**src/shared/tpdc_pkg.sv**
```systemverilog
// Constants and types for the touch panel drive control block
package tpdc_pkg;
  timeunit 1ns;
  timeprecision 1ns;
  localparam int CLK_PERIOD_NS = 100;
  localparam int SETTLE_TIME_NS = 2500;
  localparam int SETTLE_CYCLES = (SETTLE_TIME_NS + CLK_PERIOD_NS - 1) / CLK_PERIOD_NS;
  localparam int CNT_W = 5;
  localparam int RESULT_W = 12;
  localparam logic [RESULT_W-1:0] RESULT_RESET = 12'h000;
  localparam logic [RESULT_W-1:0] RESULT_FULL = 12'hfff;
  // Arbitrary base address; bit 0 is replaced by the strap
  localparam logic [6:0] SLAVE_ADDR_BASE = 7'h2a;
  localparam logic [2:0] CH_X = 3'h5;
  localparam logic [2:0] CH_Y = 3'h1;
  localparam logic [2:0] CH_PRESS1 = 3'h3;
  localparam logic [2:0] CH_PRESS2 = 3'h4;

  typedef enum logic [4:0] {
    ST_WAIT = 5'b00001,
    ST_SETTLE = 5'b00010,
    ST_SAMPLE = 5'b00100,
    ST_CONV = 5'b01000,
    ST_DONE = 5'b10000
  } tpdc_state_t;

  // Switch order, MSB first: X+ supply, X+ pull-up, X+ to converter, X- return,
  // Y+ supply, Y+ to converter, Y- return, Y- to converter
  typedef logic [7:0] tpdc_sw_t;
  localparam int SWB_X_PLUS_SUPPLY = 7;
  localparam int SWB_X_PLUS_PULLUP = 6;
  localparam int SWB_X_PLUS_ADC = 5;
  localparam int SWB_X_MINUS_RETURN = 4;
  localparam int SWB_Y_PLUS_SUPPLY = 3;
  localparam int SWB_Y_PLUS_ADC = 2;
  localparam int SWB_Y_MINUS_RETURN = 1;
  localparam int SWB_Y_MINUS_ADC = 0;
  localparam tpdc_sw_t SW_OPEN = 8'h00;
  localparam tpdc_sw_t SW_X = 8'h94;
  localparam tpdc_sw_t SW_Y = 8'h2a;
  localparam tpdc_sw_t SW_PRESS1 = 8'h38;
  localparam tpdc_sw_t SW_PRESS2 = 8'h19;
  localparam tpdc_sw_t SW_PEN = 8'h42;
endpackage

```
**src/rtl/tpdc_sar.sv**
```systemverilog
// Successive-approximation register for the 12-bit converter
module tpdc_sar
  import tpdc_pkg::*;
(
  input wire logic sys_clk,
  input wire logic srst,
  input wire logic start,
  input wire logic cmp_above,
  output logic [RESULT_W-1:0] trial_code,
  output logic [RESULT_W-1:0] result,
  output logic done
);
  timeunit 1ns;
  timeprecision 1ns;
  logic [RESULT_W-1:0] code_q, code_d;
  logic [RESULT_W-1:0] bit_q, bit_d;
  logic [RESULT_W-1:0] result_q, result_d;
  logic busy_q, busy_d;
  logic done_q, done_d;

  always_comb begin
    code_d = code_q;
    bit_d = bit_q;
    result_d = result_q;
    busy_d = busy_q;
    done_d = 1'b0;
    if (start) begin
      bit_d = {1'b1, {(RESULT_W-1){1'b0}}};
      code_d = {1'b1, {(RESULT_W-1){1'b0}}};
      busy_d = 1'b1;
    end else if (busy_q) begin
      // Straight binary: a trial bit stays only while the held input is at or above the trial code
      if (!cmp_above) begin
        code_d = code_q & ~bit_q;
      end
      bit_d = bit_q >> 1;
      code_d = code_d | (bit_q >> 1);
      if (bit_q[0]) begin
        busy_d = 1'b0;
        done_d = 1'b1;
        result_d = cmp_above ? code_q : (code_q & ~bit_q);
      end
    end
  end

  always_ff @(posedge sys_clk) begin
    if (srst) begin
      code_q <= RESULT_RESET;
      bit_q <= RESULT_RESET;
      result_q <= RESULT_RESET;
      busy_q <= 1'b0;
      done_q <= 1'b0;
    end else begin
      code_q <= code_d;
      bit_q <= bit_d;
      result_q <= result_d;
      busy_q <= busy_d;
      done_q <= done_d;
    end
  end

  assign trial_code = code_q;
  assign result = result_q;
  assign done = done_q;
endmodule

```
**src/rtl/tpdc_top.sv**
```systemverilog
// Touch panel plate switch sequencing, pen interrupt and conversion control
// Operation
// - Horizontal measurement drives X+ to supply and X- to return, samples Y+, leaves Y- open.
// - Vertical measurement drives Y+ and Y-, samples X+, leaves X- open.
// - Pressure measurement drives Y+ and X-, samples X+ first and Y- second.
// - Pen wait enables the X+ pull-up, opens Y+ and X-, and grounds Y-.
// - With the pen interrupt enabled the interrupt output is low while the touch last sensed in pen wait is set and high otherwise.
// - With the pen interrupt disabled the interrupt output is low whatever the touch.
// - The slave address low bit comes from the address strap and the host must use it.
// - Each result is a 12-bit successive-approximation value of a held sample.
// - Results are straight binary, zero for no input and all ones at full reference.
// - The host picks the measurement through a three-bit channel field that sets the switches.
module tpdc_top
  import tpdc_pkg::*;
(
  // Clock, reset and command side
  input wire logic sys_clk,
  input wire logic srst,
  input wire logic cmd_valid,
  input wire logic [2:0] channel_select_field,
  input wire logic pen_irq_enable,
  output logic cmd_ready,
  // Strap, pen sense and converter
  input wire logic addr_strap_pin,
  output logic [6:0] slave_address,
  input wire logic pen_contact,
  input wire logic cmp_above,
  output logic [RESULT_W-1:0] dac_code,
  output logic sample_hold,
  // Plate switch enables, high closes the switch
  output logic x_plus_terminal_supply,
  output logic x_plus_terminal_pullup,
  output logic x_plus_terminal_adc,
  output logic x_minus_terminal_return,
  output logic y_plus_terminal_supply,
  output logic y_plus_terminal_adc,
  output logic y_minus_terminal_return,
  output logic y_minus_terminal_adc,
  // Interrupt and results
  output logic pen_touch_irq_n,
  output logic [RESULT_W-1:0] result_data,
  output logic [2:0] result_channel,
  output logic result_valid
);
  timeunit 1ns;
  timeprecision 1ns;

  // Sequencer state
  tpdc_state_t state_q, state_d;
  logic [CNT_W-1:0] cnt_q, cnt_d;
  logic [2:0] chan_q, chan_d;
  tpdc_sw_t sw_q, sw_d;

  // Result, pen and strap state
  logic touched_q, touched_d;
  logic irq_n_q, irq_n_d;
  logic strap_q, strap_d;
  logic [RESULT_W-1:0] res_q, res_d;
  logic [2:0] res_ch_q, res_ch_d;
  logic valid_q, valid_d;

  // Converter handshake
  logic sar_start;
  logic sar_done;
  logic [RESULT_W-1:0] sar_result;

  function automatic tpdc_sw_t switch_map(input logic [2:0] ch);
    case (ch)
      CH_X: switch_map = SW_X;
      CH_Y: switch_map = SW_Y;
      CH_PRESS1: switch_map = SW_PRESS1;
      CH_PRESS2: switch_map = SW_PRESS2;
      default: switch_map = SW_OPEN;
    endcase
  endfunction

  function automatic logic channel_known(input logic [2:0] ch);
    case (ch)
      CH_X, CH_Y, CH_PRESS1, CH_PRESS2: channel_known = 1'b1;
      default: channel_known = 1'b0;
    endcase
  endfunction

  tpdc_sar u_sar (
    .sys_clk(sys_clk),
    .srst(srst),
    .start(sar_start),
    .cmp_above(cmp_above),
    .trial_code(dac_code),
    .result(sar_result),
    .done(sar_done)
  );

  // Requests are only looked at in pen wait; while busy cmd_ready is low and anything offered is not taken
  assign cmd_ready = (state_q == ST_WAIT);
  assign sar_start = (state_q == ST_SAMPLE);

  // Sequencer
  always_comb begin
    state_d = state_q;
    cnt_d = cnt_q;
    chan_d = chan_q;
    sw_d = sw_q;
    case (state_q)
      ST_WAIT: begin
        sw_d = SW_PEN;
        // Unknown channel codes are ignored so the panel never sees an undefined switch set
        if (cmd_valid && channel_known(channel_select_field)) begin
          chan_d = channel_select_field;
          sw_d = switch_map(channel_select_field);
          cnt_d = CNT_W'(SETTLE_CYCLES - 1);
          state_d = ST_SETTLE;
        end
      end
      ST_SETTLE: begin
        if (cnt_q == '0) begin
          state_d = ST_SAMPLE;
        end else begin
          cnt_d = cnt_q - 1'b1;
        end
      end
      ST_SAMPLE: begin
        state_d = ST_CONV;
      end
      ST_CONV: begin
        if (sar_done) begin
          state_d = ST_DONE;
        end
      end
      ST_DONE: begin
        sw_d = SW_PEN;
        state_d = ST_WAIT;
      end
      default: begin
        sw_d = SW_PEN;
        state_d = ST_WAIT;
      end
    endcase
  end

  always_ff @(posedge sys_clk) begin
    if (srst) begin
      state_q <= ST_WAIT;
      cnt_q <= '0;
      chan_q <= 3'h0;
      sw_q <= SW_PEN;
    end else begin
      state_q <= state_d;
      cnt_q <= cnt_d;
      chan_q <= chan_d;
      sw_q <= sw_d;
    end
  end

  // Results
  always_comb begin
    res_d = res_q;
    res_ch_d = res_ch_q;
    valid_d = 1'b0;
    if (state_q == ST_DONE) begin
      res_d = sar_result;
      res_ch_d = chan_q;
      valid_d = 1'b1;
    end
  end

  always_ff @(posedge sys_clk) begin
    if (srst) begin
      res_q <= RESULT_RESET;
      res_ch_q <= 3'h0;
      valid_q <= 1'b0;
    end else begin
      res_q <= res_d;
      res_ch_q <= res_ch_d;
      valid_q <= valid_d;
    end
  end

  // Pen sense and interrupt
  always_comb begin
    touched_d = touched_q;
    // Touch sense is only meaningful with the pull-up on, so hold the last view during measurements
    if (state_q == ST_WAIT) begin
      touched_d = pen_contact;
    end
    irq_n_d = pen_irq_enable ? ~touched_d : 1'b0;
  end

  always_ff @(posedge sys_clk) begin
    if (srst) begin
      touched_q <= 1'b0;
      irq_n_q <= 1'b0;
    end else begin
      touched_q <= touched_d;
      irq_n_q <= irq_n_d;
    end
  end

  // Address strap
  always_comb begin
    strap_d = strap_q;
    if (srst) begin
      strap_d = addr_strap_pin;
    end
  end

  // Strap is caught by the clock while reset is held, not by the reset itself
  always_ff @(posedge sys_clk) begin
    strap_q <= strap_d;
  end

  assign slave_address = {SLAVE_ADDR_BASE[6:1], strap_q};
  assign sample_hold = (state_q == ST_SETTLE) || (state_q == ST_SAMPLE);
  // Switch enables come straight from registers so the plates never see a decode glitch
  assign x_plus_terminal_supply = sw_q[SWB_X_PLUS_SUPPLY];
  assign x_plus_terminal_pullup = sw_q[SWB_X_PLUS_PULLUP];
  assign x_plus_terminal_adc = sw_q[SWB_X_PLUS_ADC];
  assign x_minus_terminal_return = sw_q[SWB_X_MINUS_RETURN];
  assign y_plus_terminal_supply = sw_q[SWB_Y_PLUS_SUPPLY];
  assign y_plus_terminal_adc = sw_q[SWB_Y_PLUS_ADC];
  assign y_minus_terminal_return = sw_q[SWB_Y_MINUS_RETURN];
  assign y_minus_terminal_adc = sw_q[SWB_Y_MINUS_ADC];
  assign pen_touch_irq_n = irq_n_q;
  assign result_data = res_q;
  assign result_channel = res_ch_q;
  assign result_valid = valid_q;
endmodule

```
**config.mk**
```make
export PLATFORM = sky130hd
export DESIGN_NAME = tpdc_top
export DESIGN_NICKNAME = d
export VERILOG_FILES = /design/src/shared/tpdc_pkg.sv /design/src/rtl/tpdc_sar.sv /design/src/rtl/tpdc_top.sv
export SDC_FILE = /design/constraint.sdc
export NUM_CORES = 1
export LEC_CHECK = 0
export ABC_CLOCK_PERIOD_IN_PS = 1400
export BUFFER_PORTS_ARGS = -buffer_cell sky130_fd_sc_hd__clkbuf_2
export CAP_MARGIN = 20
export CORE_AREA = 2 2 103 65
export CTS_BUF_LIST = sky130_fd_sc_hd__clkbuf_4 sky130_fd_sc_hd__clkbuf_8
export DETAILED_ROUTE_END_ITERATION = 12
export DIE_AREA = 0 0 105 67
export PLACE_DENSITY_LB_ADDON = 0.3
export SYNTH_ARGS = -nofsm -noshare
export SYNTH_HDL_FRONTEND = slang
export SYNTH_SLANG_ARGS = --single-unit
```
**constraint.sdc**
```tcl
create_clock -name sys_clk -period 1.4 [get_ports sys_clk]
set_input_delay 0.14 -clock sys_clk [delete_from_list [all_inputs] [get_ports sys_clk]]
set_output_delay 0.14 -clock sys_clk [all_outputs]
set_load 0.05 [all_outputs]
```
==> results.txt <==
GR peak layer: met1
status: finished with violations
DP HPWL: 4620 um
# IOs: 56
number of synthesis warnings: 0
Final Routed Wirelength: 7020 um
hold_ws: 33.9 ps
FMAX: 666 MHz
row count: 22
register bit total from synthesis: 77
leakage power: 1.45 nW
skew final: 6.91 ps
worst vdd rail ir drop: 0.000684 V
DP Worst Slack: -71.8 ps
ANT cells: 0
Num CTS Buffers: 9
largest net degree at the start of global routing: 38
final slew viol count: 0
GPL Wtd Cong: 0.878
number of enable flip-flop cells after synthesis: 1
Hold WC Path Type: in2reg
Die X-Extent: 105 um
CP Launch Type: flop
routed vias: 2590
Critical path buffers and inverters: 1
Syn Std Cell Area: 3090 um2
max_cap viols: 0
share of the synthesized area in the top cell type: 49.3%
Post-Synthesis Cells: 359
Overflow after GRT: 0
IO buf count: 49
critical path's top delay family: simple AND/OR/NAND/NOR gates
Finish-stage setup viols: 7
Core ar.: 6000 um2
Root Driver: clkbuf_8
Placed Instances: 488
met2 Track Usage GR: 26.9%
vias in the first global route: 2283
clock transition at the registers of the reported paths: 80 ps
Clock Path Buffers: 2
largest area contributor in the netlist: dfxtp_1
unrepaired setup endpoints after global routing: yes
GRT met3 Usage: 6.85%
Final #Nets: 442
Die Area: 7040 um2
mean post-synth cell area: 8.59 um2
Iteration-0 DRC Markers: 163
Seq/Total Area, Yosys: 50.3%
Levels on crit path: 6
Worst Slack Setup Final: -102 ps
clock sink count: 77
area grow syn2layout: 25.9%
CTS tree: done
CP max stage delay: 500 ps
Worst Setup End Kind: flop
Crit Path Category: reg2reg
Area after DPL: 3460 um2
pwr dens: 1060 nW/um2
Crit-path slowest cell: or4b_4
hold depth: 2
Final period util: 107%
layout cells sized above 1: 29.4%
failing checks: setup timing
DR WL/cell: 13.5 um
Global Route Usage Sum: 20.7%
TritonRoute pass-1 iters: 4
Routed Antenna Nets: 0
Worst-Skew Late Latency: 350 ps
CP required: 1640 ps
Synth cell types: 47
Final min period: 1500 ps
non-filler cells, final: 520
Post-synth ARST share: 0%
Initial Utilization: 51.4%
Critical Path Fanout Max: 4
DR vias/cell: 4.98
R2R cell count: 6
DRC viols: 0
Die Ht: 67 um
cells along the critical path: inv_2, ha_4, or4b_4, nand3_4, nand2_4, and3b_1
Top FF cell, synth: dfxtp_1
first-pass GRT wire length: 11200 um
CTS H-tree lvls: 3
Worst EP arrival: 1740 ps
final instance area: 3880 um2
Final Hold Viols: 0
Total Power: 4.10 mW
M1 GR Usage: 31.1%
Area contributors post-synth: dfxtp_1 49%, a21oi_1 9.7%, nand2_1 9.0%
antenna violations before repair: 0
## state kept, by name, indices dropped and copies added, names as in the netlist, 3 cells and up
signal / cells
u_sar.bit_q: 12
result_data: 12
u_sar.trial_code: 12
state_q: 5
cnt_q: 5
chan_q: 3
result_channel: 3
u_sar.result: 12
sw_q: 7
## through the flow
stage / TNS, ps / utilization (%)
3_3_place_gp: -434 / 57.6
6_report: -442 / 64.7
5_1_grt: -1040 / 64.7
4_1_cts: -375 / 62.5
3_5_place_dp: -655 / 57.6
2_1_floorplan: -87.9 / -
## cell usage after synthesis (all sizes together) (4+ instances only)
cell and n:
and3b 4, nor2b 5, dfxtp 76, nand2b 39
buf 15, nor3 4, a21oi 61, nand2 76
nor2 14, nand3 17, clkbuf 11
## placed cells by master (no fill, tap or decap), drive strengths merged, types with 2 or more instances in the layout
cell type  instances
dfxtp             76
nand2             76
inv                7
and2               2
clkinvlp           3
nor2b              5
clkbuf            56
nor2              14
mux2i              3
nand3             17
and3b              4
nand4b             2
nor3               4
a21o               2
o21ai              2
conb               6
a21oi             62
o21bai             2
nand2b            39
o211ai             2
buf               34
## layer usage
metal	wire [um]	part of all wire (%)
met2	2780	40
met3	485	6.9
met5	0	0
met1	3650	52
met4	96	1.4
## report_power, final
group | leakage [nW] | switching, mW | internal, mW
combinational | 0.744 | 0.211 | 0.125
clock | 0.0832 | 0.869 | 0.662
sequential | 0.626 | 0.0177 | 2.22
total | 1.45 | 1.10 | 3.00
## kinds of logic (layout without fill, tap and decap cells)
group | Yosys count | after routing | share of synthesized area, %
compound gates | 77 | 78 | 14.7
other cells | 2 | 6 | 0.243
simple gates | 169 | 169 | 28.0
xor+xnor | 1 | 1 | 0.284
flops | 77 | 77 | 50.3
mux | 3 | 3 | 0.973
fa+ha+maj | 1 | 1 | 0.405
buf+inv | 29 | 101 | 5.15
## area by class of cell
cell class | instances | area (um2)
clock buffers | 9 | 124
clock inverters | 7 | 55.1
fillers | 511 | 2120
inverters | 3 | 11.3
multi-input cells | 258 | 1490
flip-flops and latches | 77 | 1560
well taps | 84 | 105
repair buffers | 82 | 541
## final timing paths
check	startpoint	endpoint	slack [ps]
worst min register to register	result_data[5]	result_data[5]	460
worst min-delay path	pen_irq_enable	pen_touch_irq_n	30
worst max register to register	cnt_q[0]	state_q[1]	-100
worst max-delay path	cnt_q[0]	state_q[1]	-100
## what timing repair did
item / 4_1_cts / 5_1_grt
pin swaps: 6 / 7
hold buffers: 1 / 0
setup buffers: 6 / 8
endpoints found under the hold margin: 1 / 0
cloned: 1 / 0
endpoints found under the setup margin: 27 / 38
gates resized for setup: 14 / 15
No activity file was read; power rests on OpenSTA's default activity.
